**src/shared/tfc_map.svh**
```systemverilog
// Register offsets, field positions and reset values of the fault context block.
// Assumes inclusion by bare name from the package, which the design files import.
`ifndef TFC_MAP_SVH
`define TFC_MAP_SVH

// ==========================================
// Register byte offsets
`define TFC_OFS_FAULT 8'h00
`define TFC_OFS_POINTER 8'h04
`define TFC_OFS_SELECT 8'h08
`define TFC_OFS_CAPS 8'h0C

// ==========================================
// Capability word bit positions
`define TFC_CAP_EXT_BIT 0
`define TFC_CAP_SM_BIT 1

// ==========================================
// Field select layouts
// Legacy layout: page number in 22:4, zeros in 3:0
`define TFC_LEGACY_SELECT 32'h007F_FFF0
`define TFC_LEGACY_SHIFT 6'h09
`define TFC_LEGACY_LOW 32'h0000_000F
// Implemented select bits; unimplemented ones read the fixed value
`define TFC_SELECT_IMPL 32'hFFFF_FFFF
`define TFC_SELECT_FIXED 32'h0000_0000

// ==========================================
// Reset values
`define TFC_FAULT_RESET 32'h0000_0000
`define TFC_POINTER_RESET 32'h0000_0000

`endif

```
**src/shared/tfc_pkg.sv**
```systemverilog
// Types shared by the fault context block.
// Assumes the map header sits beside it on the include path.
`include "tfc_map.svh"

package tfc_pkg;

	typedef logic [31:0] tfc_word_t;
	typedef logic [4:0] tfc_code_t;
	typedef logic [7:0] tfc_addr_t;
	typedef logic [5:0] tfc_shift_t;

	// Exception cause codes that this block reacts to
	typedef enum logic [4:0] {
		TFC_EXC_MODIFIED = 5'h01,
		TFC_EXC_TLB_LOAD = 5'h02,
		TFC_EXC_TLB_STORE = 5'h03,
		TFC_EXC_ADDR_LOAD = 5'h04,
		TFC_EXC_ADDR_STORE = 5'h05
	} tfc_exc_code_t;

endpackage : tfc_pkg

```
**src/logic/tfc_fault_context.sv**
```systemverilog
// Translation fault context registers: faulting address, page table pointer,
// pointer field select and capability word, reached over classic Wishbone.
// Assumes exception strobe, cause code and address come from core logic on clk_i.
//
// How it works
// - Faulting address is 32-bit, read only.
// - Load address only on address/translation faults.
// - Table base bits are plain software storage.
// - Legacy mode: VA 31..13 into page number.
// - Page number undefined after address error.
// - Extended mode: top VA bits fill selected field.
// - Bits above field: software RW, exception-proof.
// - Bits below field always read zero.
// - Select bits 22:4 equal legacy layout.
// - Pointer unpredictable after select change.
// - All-ones select mirrors whole faulting address.
// - All-zeros select: pointer fully software owned.
// - Select register present when either capability set.
// - Some select bits may be fixed.
// - Support single-level 4K 64-bit select value.
// - Accept recommended 32-bit entry select values.
`timescale 1ns/1ps

module tfc_fault_context
	import tfc_pkg::*;
(
	input wire logic clk_i,
	input wire logic rst_i,
	// Wishbone slave
	input wire logic wb_cyc_i,
	input wire logic wb_stb_i,
	input wire logic wb_we_i,
	input wire tfc_pkg::tfc_addr_t wb_adr_i,
	input wire logic [3:0] wb_sel_i,
	input wire tfc_pkg::tfc_word_t wb_dat_i,
	output tfc_pkg::tfc_word_t wb_dat_o,
	output logic wb_ack_o,
	// Core exception sequencing
	input wire logic exc_strobe_i,
	input wire tfc_pkg::tfc_code_t exception_cause_code_i,
	input wire tfc_pkg::tfc_word_t exc_vaddr_i,
	// Capability straps from core configuration
	input wire logic extended_pointer_present_i,
	input wire logic smartmips_pointer_select_i,
	// Views for the refill path
	output tfc_pkg::tfc_word_t faulting_address_o,
	output tfc_pkg::tfc_word_t page_table_pointer_o
);

	// ==========================================
	// Declarations
	tfc_word_t faulting_address;
	tfc_word_t next_faulting_address;
	tfc_word_t page_table_pointer;
	tfc_word_t next_page_table_pointer;
	tfc_word_t pointer_field_select;
	tfc_word_t next_pointer_field_select;
	tfc_word_t pointer_view;
	tfc_word_t pointer_out;
	tfc_word_t next_pointer_out;

	tfc_word_t byte_mask;
	tfc_word_t effective_select;
	tfc_word_t field;
	tfc_word_t low_zero;
	tfc_shift_t shift;
	tfc_word_t sw_mask;
	tfc_word_t select_merged;
	tfc_word_t rd_select;
	tfc_word_t rd_caps;

	logic extended_mode;
	logic wr_pointer;
	logic wr_select;
	logic addr_fault;
	logic tlb_fault;
	tfc_exc_code_t code;

	// ==========================================
	// Bus front end
	tfc_wb_port u_port (
		.clk_i(clk_i),
		.rst_i(rst_i),
		.wb_cyc_i(wb_cyc_i),
		.wb_stb_i(wb_stb_i),
		.wb_we_i(wb_we_i),
		.wb_adr_i(wb_adr_i),
		.rd_fault_i(faulting_address),
		.rd_pointer_i(pointer_view),
		.rd_select_i(rd_select),
		.rd_caps_i(rd_caps),
		.wb_ack_o(wb_ack_o),
		.wb_dat_o(wb_dat_o),
		.wr_pointer_o(wr_pointer),
		.wr_select_o(wr_select)
	);

	// Byte lanes of a write
	generate
		for (genvar b = 0; b < 4; b++) begin : g_lane
			assign byte_mask[8*b +: 8] = {8{wb_sel_i[b]}};
		end
	endgenerate

	// ==========================================
	// Mode and exception classification
	assign extended_mode = extended_pointer_present_i | smartmips_pointer_select_i;

	// Legacy mode behaves as a fixed select of 22:4
	assign effective_select = extended_mode ? pointer_field_select : `TFC_LEGACY_SELECT;

	assign code = tfc_exc_code_t'(exception_cause_code_i);

	always_comb begin
		addr_fault = 1'b0;
		tlb_fault = 1'b0;
		if (exc_strobe_i) begin
			unique case (code)
				TFC_EXC_ADDR_LOAD, TFC_EXC_ADDR_STORE: addr_fault = 1'b1;
				TFC_EXC_MODIFIED, TFC_EXC_TLB_LOAD, TFC_EXC_TLB_STORE: tlb_fault = 1'b1;
				default: begin
					addr_fault = 1'b0;
					tlb_fault = 1'b0;
				end
			endcase
		end
	end

	// ==========================================
	// Field decode of the active select
	// Relies on software keeping the run of ones contiguous
	tfc_field_decode u_decode (
		.clk_i(clk_i),
		.rst_i(rst_i),
		.select_i(effective_select),
		.field_o(field),
		.low_zero_o(low_zero),
		.shift_o(shift)
	);

	// ==========================================
	// Faulting address
	always_comb begin
		next_faulting_address = faulting_address;
		if (addr_fault | tlb_fault) begin
			next_faulting_address = exc_vaddr_i;
		end
	end

	always_ff @(posedge clk_i) begin
		if (rst_i) begin
			faulting_address <= `TFC_FAULT_RESET;
		end else begin
			faulting_address <= next_faulting_address;
		end
	end

	// ==========================================
	// Page table pointer
	// Update order inside one cycle:
	// - a software write reaches only bits outside the field
	// - a translation fault then refills the field from the address
	// - bits below the field keep what software wrote but read zero
	// Storing the low bits avoids a second mask on the write path;
	// the read view and the refill output both apply the zero mask.
	// A write and a fault in one cycle therefore never fight:
	// they own disjoint bit sets of the register.
	// Field bits belong to hardware; software writes reach only the rest
	assign sw_mask = byte_mask & ~field;

	always_comb begin
		next_page_table_pointer = page_table_pointer;
		if (wr_pointer) begin
			next_page_table_pointer = (page_table_pointer & ~sw_mask)
				| (wb_dat_i & sw_mask);
		end
		// Address errors leave the page number as it was
		if (tlb_fault) begin
			// VA bit i+shift lands in pointer bit i, inside the field only
			next_page_table_pointer = (next_page_table_pointer & ~field)
				| (tfc_word_t'(exc_vaddr_i >> shift) & field);
		end
	end

	always_ff @(posedge clk_i) begin
		if (rst_i) begin
			page_table_pointer <= `TFC_POINTER_RESET;
		end else begin
			page_table_pointer <= next_page_table_pointer;
		end
	end

	// Shift 0 with all ones copies the whole address; no ones shields everything
	assign pointer_view = page_table_pointer & ~low_zero;

	// ==========================================
	// Pointer field select
	assign select_merged = (pointer_field_select & ~byte_mask) | (wb_dat_i & byte_mask);

	always_comb begin
		next_pointer_field_select = pointer_field_select;
		// Writes ignored when the register is absent
		if (wr_select && extended_mode) begin
			// Pointer may be stale until rewritten; no repair is attempted
			next_pointer_field_select = (select_merged & `TFC_SELECT_IMPL)
				| (`TFC_SELECT_FIXED & ~`TFC_SELECT_IMPL);
		end
	end

	// Reset to the 4K single-level value; any contiguous run is accepted
	always_ff @(posedge clk_i) begin
		if (rst_i) begin
			pointer_field_select <= (`TFC_LEGACY_SELECT & `TFC_SELECT_IMPL)
				| (`TFC_SELECT_FIXED & ~`TFC_SELECT_IMPL);
		end else begin
			pointer_field_select <= next_pointer_field_select;
		end
	end

	assign rd_select = extended_mode ? pointer_field_select : 32'h0000_0000;

	// ==========================================
	// Capability word
	// Straps are static levels from core configuration, so no
	// synchroniser; changing them at run time leaves the pointer stale.
	// Either strap alone switches the block into extended mode.
	always_comb begin
		rd_caps = 32'h0000_0000;
		rd_caps[`TFC_CAP_EXT_BIT] = extended_pointer_present_i;
		rd_caps[`TFC_CAP_SM_BIT] = smartmips_pointer_select_i;
	end

	// ==========================================
	// Outputs
	always_comb begin
		next_pointer_out = next_page_table_pointer & ~low_zero;
	end

	always_ff @(posedge clk_i) begin
		if (rst_i) begin
			pointer_out <= `TFC_POINTER_RESET;
		end else begin
			pointer_out <= next_pointer_out;
		end
	end

	assign faulting_address_o = faulting_address;
	assign page_table_pointer_o = pointer_out;

endmodule : tfc_fault_context

```
**src/logic/tfc_wb_port.sv**
```systemverilog
// Classic Wishbone slave front end: acknowledge, write strobes, read mux.
// Assumes a single-cycle classic master that holds its request until ack.
`timescale 1ns/1ps

module tfc_wb_port
	import tfc_pkg::*;
(
	input wire logic clk_i,
	input wire logic rst_i,
	input wire logic wb_cyc_i,
	input wire logic wb_stb_i,
	input wire logic wb_we_i,
	input wire tfc_pkg::tfc_addr_t wb_adr_i,
	input wire tfc_pkg::tfc_word_t rd_fault_i,
	input wire tfc_pkg::tfc_word_t rd_pointer_i,
	input wire tfc_pkg::tfc_word_t rd_select_i,
	input wire tfc_pkg::tfc_word_t rd_caps_i,
	output logic wb_ack_o,
	output tfc_pkg::tfc_word_t wb_dat_o,
	output logic wr_pointer_o,
	output logic wr_select_o
);

	logic ack;
	logic next_ack;
	tfc_word_t dat;
	tfc_word_t next_dat;
	logic req;

	assign req = wb_cyc_i & wb_stb_i;

	// ==========================================
	// Acknowledge and read data
	always_comb begin
		next_ack = req & ~ack;
		next_dat = dat;
		if (req & ~ack) begin
			unique case (wb_adr_i)
				`TFC_OFS_FAULT: next_dat = rd_fault_i;
				`TFC_OFS_POINTER: next_dat = rd_pointer_i;
				`TFC_OFS_SELECT: next_dat = rd_select_i;
				`TFC_OFS_CAPS: next_dat = rd_caps_i;
				default: next_dat = 32'h0000_0000;
			endcase
		end
	end

	always_ff @(posedge clk_i) begin
		if (rst_i) begin
			ack <= 1'b0;
			dat <= 32'h0000_0000;
		end else begin
			ack <= next_ack;
			dat <= next_dat;
		end
	end

	// Writes land on the edge where the master sees ack
	assign wr_pointer_o = req & wb_we_i & ack & (wb_adr_i == `TFC_OFS_POINTER);
	assign wr_select_o = req & wb_we_i & ack & (wb_adr_i == `TFC_OFS_SELECT);
	assign wb_ack_o = ack;
	assign wb_dat_o = dat;

endmodule : tfc_wb_port

```
**src/logic/tfc_field_decode.sv**
```systemverilog
// Decodes a field select mask into shift, field and read-as-zero masks.
// Assumes the mask holds one contiguous run of ones, or none.
`timescale 1ns/1ps

module tfc_field_decode
	import tfc_pkg::*;
(
	input wire logic clk_i,
	input wire logic rst_i,
	input wire tfc_pkg::tfc_word_t select_i,
	output tfc_pkg::tfc_word_t field_o,
	output tfc_pkg::tfc_word_t low_zero_o,
	output tfc_pkg::tfc_shift_t shift_o
);

	tfc_word_t below;
	tfc_word_t next_low;
	tfc_shift_t next_shift;
	tfc_word_t field;
	tfc_word_t low_zero;
	tfc_shift_t shift;

	// ==========================================
	// Bits below the lowest one read as zero
	generate
		for (genvar i = 0; i < 32; i++) begin : g_below
			if (i == 0) begin : g_first
				assign below[i] = ~select_i[i];
			end else begin : g_rest
				assign below[i] = below[i-1] & ~select_i[i];
			end
		end
	endgenerate

	// Shift is the count of zeros above the run, i.e. 32 - X
	always_comb begin
		logic seen;
		seen = 1'b0;
		next_shift = 6'h00;
		next_low = below & {32{|select_i}};
		for (int i = 31; i >= 0; i--) begin
			if (select_i[i]) begin
				seen = 1'b1;
			end else if (!seen) begin
				next_shift = next_shift + 6'h01;
			end
		end
	end

	// Registered: a select change is briefly stale, which is allowed
	always_ff @(posedge clk_i) begin
		if (rst_i) begin
			field <= `TFC_LEGACY_SELECT;
			low_zero <= `TFC_LEGACY_LOW;
			shift <= `TFC_LEGACY_SHIFT;
		end else begin
			field <= select_i;
			low_zero <= next_low;
			shift <= next_shift;
		end
	end

	assign field_o = field;
	assign low_zero_o = low_zero;
	assign shift_o = shift;

endmodule : tfc_field_decode

```
**config.mk**
```make
export PLATFORM = sky130hd
export DESIGN_NAME = tfc_fault_context
export DESIGN_NICKNAME = d
export VERILOG_FILES = /design/src/shared/tfc_pkg.sv /design/src/logic/tfc_fault_context.sv /design/src/logic/tfc_wb_port.sv /design/src/logic/tfc_field_decode.sv
export VERILOG_INCLUDE_DIRS = /design/src /design/src/shared
export SDC_FILE = /design/constraint.sdc
export NUM_CORES = 1
export LEC_CHECK = 0
export ABC_CLOCK_PERIOD_IN_PS = 34000
export BUFFER_PORTS_ARGS = -buffer_cell sky130_fd_sc_hd__buf_2
export CAP_MARGIN = 10
export CORE_MARGIN = 1
export CORE_UTILIZATION = 32
export CTS_CLUSTER_DIAMETER = 80
export DETAILED_ROUTE_END_ITERATION = 6
export SYNTH_ARGS = -nofsm -noshare
export SYNTH_HDL_FRONTEND = slang
export SYNTH_HIERARCHICAL = 1
export SYNTH_SLANG_ARGS = --single-unit
```
**constraint.sdc**
```tcl
create_clock -name clk_i -period 34 [get_ports clk_i]
set_clock_uncertainty 0.05 [all_clocks]
set_input_delay 6.8 -clock clk_i [delete_from_list [all_inputs] [get_ports clk_i]]
set_output_delay 6.8 -clock clk_i [all_outputs]
set_load 0.01 [all_outputs]
```
# Word-level counts from Yosys, hierarchy flattened

Cells that the tools add are included.
Widths: inputs -> output; s select.

Register bits after elaboration: 231
Bits of input ports: 89
Output and inout port bits: 97
Word-level logic and storage cells: 246

Add/sub/neg operators: 31
Equal/unequal tests: 8
Shift-type cells: 1
Muxes and demuxes: 103
Bitwise logic cells: 89
Reduce and logical (&&, ||, !) cells: 5

Operators with widths:

| cell                | count |
|---|---|
| $mux 6              | 62 |
| $and 32x32->32      | 10 |
| $add 6x1->6 const B | 30 |
| $mux 32             | 4 |
| $not 32->32         | 4 |
| $pmux 32 s4         | 1 |
| $or 32x32->32       | 3 |
| $and 1x1->1         | 37 |
| $mux 1              | 36 |
| $not 1->1           | 33 |
| $reduce_or 32->1    | 1 |
| $shr 32x6->32       | 1 |
| $eq 8x4->1 const B  | 2 |
| $eq 5x2->1 const B  | 2 |
| $eq 5x3->1 const B  | 2 |
| $eq 8x3->1 const B  | 1 |
| $logic_not 8->1     | 1 |
| $eq 5x1->1 const B  | 1 |
| $reduce_or 3->1     | 1 |
| $add 1x1->2 const B | 1 |
| $or 1x1->1          | 2 |
| $reduce_or 2->1     | 1 |
| $logic_and 1x1->1   | 1 |

# Longest topological paths before layout

Word-level depth: 96
Gate-level depth with buffers: 84
Gate-level depth less buffers: 81

# Cells and area by module

Netlist, hierarchy kept.

Modules (own cells, without submodules):

| module            | times used | cells an instance | area each (um^2) | seq. area each (um^2) |
|---|---|---|---|---|
| tfc_fault_context | 1          | 903               | 7474.7           | 2562.5 |
| tfc_field_decode  | 1          | 788               | 6137.1           | 1401.3 |
| tfc_wb_port       | 1          | 122               | 1851.8           | 660.6 |

# Least setup slack after synthesis

OpenSTA, ideal clock, no wires.

Kind: input to register
Start point: input smartmips_pointer_select_i
End point: register u_decode.shift[5] (netlist: u_decode/shift_o[5])
Setup time: 0.065 ns
Data arrival time: 20.677 ns
Required time: 33.885 ns
Slack: 13.208 ns
Cell stages on the path: 84
Path buffers: 4
Cells stage by stage: or2_2 > clkbuf_1 > clkbuf_1 > and2_1 > clkbuf_1 > or2_2 > clkbuf_1 > nor2_1 > ha_1 > nand2b_1 > a21oi_1 > ha_1 > xnor2_1 > nand2_1 > o211a_1 > ha_1 > mux2_2 > nand4_1 > [... 48 more ...] > ha_1 > o21ai_0 > nor2_1 > o21a_1 > ha_1 > nand2_1 > nand2_1 > ha_1 > nor2b_1 > inv_1 > a21boi_0 > o21ai_0 > mux2i_1 > xnor2_1 > xnor2_1 > nor3_1 > xnor3_1 > nor2_1

Elaborated cells between the ends (all ways): 127
Classes of those cells: add/sub (31); mux (95); bitwise (1)

RTL lines:

| element                        | RTL line                 | source |
|---|---|---|
| start, declared                | tfc_fault_context.sv:44  | `input wire logic smartmips_pointer_select_i,` |
| $or 1x1->1 *                   | tfc_fault_context.sv:107 | `assign extended_mode = extended_pointer_present_i \| smartmips_pointer_select_i;` |
| $mux 32 (no line) *            | -                        |  |
| named net effective_select[30] | tfc_fault_context.sv:63  | `tfc_word_t effective_select;` |
| $mux 6                         | tfc_field_decode.sv:42   | `if (select_i[i]) begin` |
| $add 6x1->6                    | tfc_field_decode.sv:45   | `next_shift = next_shift + 6'h01;` |
| $mux 6                         | tfc_field_decode.sv:44   | `end else if (!seen) begin` |
| $mux 6                         | tfc_field_decode.sv:42   |  |
| $add 6x1->6                    | tfc_field_decode.sv:45   |  |
| [... 78 more ...]              | -                        |  |
| $mux 6                         | tfc_field_decode.sv:44   |  |
| $mux 6                         | tfc_field_decode.sv:42   |  |
| $add 6x1->6                    | tfc_field_decode.sv:45   |  |
| $mux 6                         | tfc_field_decode.sv:44   |  |
| $mux 6                         | tfc_field_decode.sv:42   |  |
| $add 6x1->6                    | tfc_field_decode.sv:45   |  |
| $mux 6                         | tfc_field_decode.sv:44   |  |
| $mux 6 *                       | tfc_field_decode.sv:42   |  |
| end signal, assigned           | tfc_field_decode.sv:55   | `` shift <= `TFC_LEGACY_SHIFT; `` |
| end signal, assigned           | tfc_field_decode.sv:59   | `shift <= next_shift;` |
| end, declared                  | tfc_field_decode.sv:21   | `tfc_shift_t shift;` |

The timed path passes the listed nets; every way through them passes the cells marked *.
A chain may end at the register's enable or synchronous reset.

# Worst setup path in the final report

Start point: input extended_pointer_present_i
End point: register u_decode.shift[5] (netlist: u_decode/shift_o[5])

Elaborated cells between the ends (all ways): 127
Classes of those cells: add/sub (31); mux (95); bitwise (1)

RTL lines:

| element                        | RTL line                 | source |
|---|---|---|
| start, declared                | tfc_fault_context.sv:43  | `input wire logic extended_pointer_present_i,` |
| $or 1x1->1 *                   | tfc_fault_context.sv:107 |  |
| $mux 32 (no line) *            | -                        |  |
| named net effective_select[27] | tfc_fault_context.sv:63  |  |
| $mux 6                         | tfc_field_decode.sv:42   |  |
| $add 6x1->6                    | tfc_field_decode.sv:45   |  |
| $mux 6                         | tfc_field_decode.sv:44   |  |
| $mux 6                         | tfc_field_decode.sv:42   |  |
| $add 6x1->6                    | tfc_field_decode.sv:45   |  |
| [... 69 more ...]              | -                        |  |
| $mux 6                         | tfc_field_decode.sv:44   |  |
| $mux 6                         | tfc_field_decode.sv:42   |  |
| $add 6x1->6                    | tfc_field_decode.sv:45   |  |
| $mux 6                         | tfc_field_decode.sv:44   |  |
| $mux 6                         | tfc_field_decode.sv:42   |  |
| $add 6x1->6                    | tfc_field_decode.sv:45   |  |
| $mux 6                         | tfc_field_decode.sv:44   |  |
| $mux 6 *                       | tfc_field_decode.sv:42   |  |

Marks and branches as above.

==> results.json <==
{
  "crit_path_start_kind": "input port",
  "viasPerCell": 5.62,
  "final_layout_size_suffix_gt1_share_pct": 19.0,
  "power_frac_comb_pct": 8.2,
  "synth_edf_count": 0,
  "cts-htree-levels": 1,
  "slowest_delay_ps": 750,
  "boundaryPins": 186,
  "rsz0062_at_grt": "no",
  "first_pass_iters": 5,
  "power.share.switching_pct": 24.1,
  "track_usage_pct": 20.9,
  "synth_area_leader_cell": "dfxtp_1",
  "tns_ps": 0,
  "synth_cells": 1813,
  "yosysTopAreaCellShare_pct": 29.9,
  "yosysSeqAreaShare_pct": 29.9,
  "fp.dieArea_mm2": 0.0492,
  "p_per_area_mw_per_mm2": 32.7,
  "final_nets": 2074,
  "slew_violations": 0,
  "drcViolationCount": 0,
  "cp_top_family": "compound AO/OA/AOI/OAI gates",
  "die_w_um": 222,
  "worst_setup_path_end_kind": "flip-flop",
  "power_leakage_uw": 0.00692,
  "utilization_pct": 36.9,
  "whs_path_depth": 1,
  "maxCapViolations": 0,
  "core_area_mm2": 0.0477,
  "drt-initial-drc-count": 1300,
  "dr_total_vias": 14500,
  "avgSynthCellArea_um2": 8.53,
  "mostFrequentLayoutCell": "dfxtp_1",
  "hold_violations": 0,
  "antenna_left": 0,
  "avgRoutedWirePerCell_um": 20.6,
  "max-slew-margin-rel_pct": 18.9,
  "grt_pass1_wl_um": 81400,
  "holdWs_ps": 368,
  "crit_path_frequent_cell": "ha_1",
  "grt_max_degree": 92,
  "clk-insertion-delay-late_ps": 530,
  "p_sw_uw": 139,
  "setup_viol_count_final": 0,
  "synth_seq_cells": 231,
  "root_buffer": "clkbuf_16",
  "clock_power_share_pct": 44.2,
  "worst_pin_slew_ps": 1210,
  "peakVddDrop_v": 0.0000214,
  "min_from": "u_decode/low_zero_o[3]",
  "p_seq_share_pct": 47.6,
  "clock_sinks": 231,
  "cts_resized": 0,
  "path_class": "input port to flip-flop",
  "numPortBuffers": 185,
  "place.gp.congestion": 0.948,
  "rr_worst_depth": 77,
  "worstHoldPathType": "flip-flop to flip-flop",
  "hpwl_um": 41000,
  "ys.flop_type": "dfxtp_1",
  "worst_ep_required_time_ps": 34410,
  "initial_utilization_pct": 32.4,
  "critical-path-slowest-cell": "o311ai_1",
  "clk_path_buf_depth": 3,
  "finalCriticalPeriod_ps": 22160,
  "layout_common_cells": "229 x dfxtp_1, 222 x nand2_1, 184 x buf_2",
  "path_max_fanout": 15,
  "synth_cell_type_count": 105,
  "timing.final.crit_share_pct": 65.2,
  "finalWirelength_um": 53300,
  "path_buf_inv": 5,
  "cts_tree": "done",
  "cp.arrival_ps": 22570,
  "syn_area_mm2": 0.0155,
  "antenna_found_initial": 0,
  "cts_hold_buf": 0,
  "hold_end": "page_table_pointer_o[3]",
  "placementRows": 80,
  "synthToLayoutAreaGrowth_pct": 14.0,
  "cts_buffers": 22,
  "grt_overflow": 0,
  "internal-power_uw": 438,
  "fp.dieH_um": 222,
  "max_freq_ghz": 0.0451,
  "grt_pass1_vias": 13700,
  "synthTopCellsByArea": "dfxtp_1 30%, mux4_2 8.0%, nand2_1 5.4%",
  "status": "finished clean",
  "r2r_slack_ps": 18330,
  "post-cts-setup-buffers": 0,
  "n_antenna_cell": 0,
  "cts.clk_slew.worst_paths_ps": 70,
  "async_flop_share_pct": 0,
  "r2r-end": "u_decode/shift_o[5]",
  "finalPower_uw": 577,
  "yosys_warnings": 6
}
cell usage after synthesis (12+ instances only):
library cell	n
nor2b_1	72
ha_1	27
clkbuf_1	71
o21ai_0	44
or2_2	27
o211ai_1	12
a22o_1	38
a21oi_1	88
xnor2_1	46
mux4_2	55
and3_1	21
nor4_1	13
a31oi_1	17
a211oi_1	24
buf_2	20
nand2_1	222
mux2i_1	65
and2_1	43
nand3_1	45
nand2b_1	33
nor2_1	177
nor3_1	79
inv_1	43
or3_1	22
nand3b_1	23
dfxtp_1	231
layer usage:
| metal | GRT usage (%) | wire length (um) |
|---|---|---|
| met1 | 28.8 | 24000 |
| met2 | 35.1 | 25200 |
| met3 | 1.36 | 2850 |
| met4 | 5.98 | 1240 |
| met5 | 0 | 0 |
final cells by class:
type	count	area, um2
well taps	615	769
repair buffers	203	1060
clock inverters	6	63.8
multi-input cells	1452	10200
flip-flops and latches	231	4630
fillers	4842	30100
inverters	48	180
clock buffers	34	687
stage by stage:
step	area, um2	setup slack, ps	std cells
6_report	17600	11840	2589
3_3_place_gp	16900	11910	2549
5_1_grt	17600	10570	2589
2_1_floorplan	15600	13210	1842
4_1_cts	17600	12020	2589
3_5_place_dp	16900	11530	2549
worst max-delay path by stage:
| stage | from | endpoint | cells after the start |
|---|---|---|---|
| after floorplan | smartmips_pointer_select_i | u_decode/shift_o[5] | 84 |
| after global placement | extended_pointer_present_i | u_decode/shift_o[5] | 79 |
| after detailed placement | extended_pointer_present_i | u_decode/shift_o[5] | 79 |
| after CTS | extended_pointer_present_i | u_decode/shift_o[5] | 79 |
| after global routing | extended_pointer_present_i | u_decode/shift_o[5] | 79 |
| final | extended_pointer_present_i | u_decode/shift_o[5] | 79 |
power groups by stage:
stage                     combinational [uW]  clock (uW)  sequential, uW
after floorplan                         24.3           0             281
after global placement                  46.0           0             281
after detailed placement                46.3           0             281
after CTS                               46.6         258             274
after global routing                    49.6         270             275
final                                   47.3         255             275
cell families after synthesis:
logic type | synth area share [%]
xor+xnor | 5.19
mux | 14.4
simple gates | 28.1
buf+inv | 4.60
other cells | 0.0486
fa+ha+maj | 2.18
compound gates | 15.6
flops | 29.9
Power figures use the tool's default switching activity.
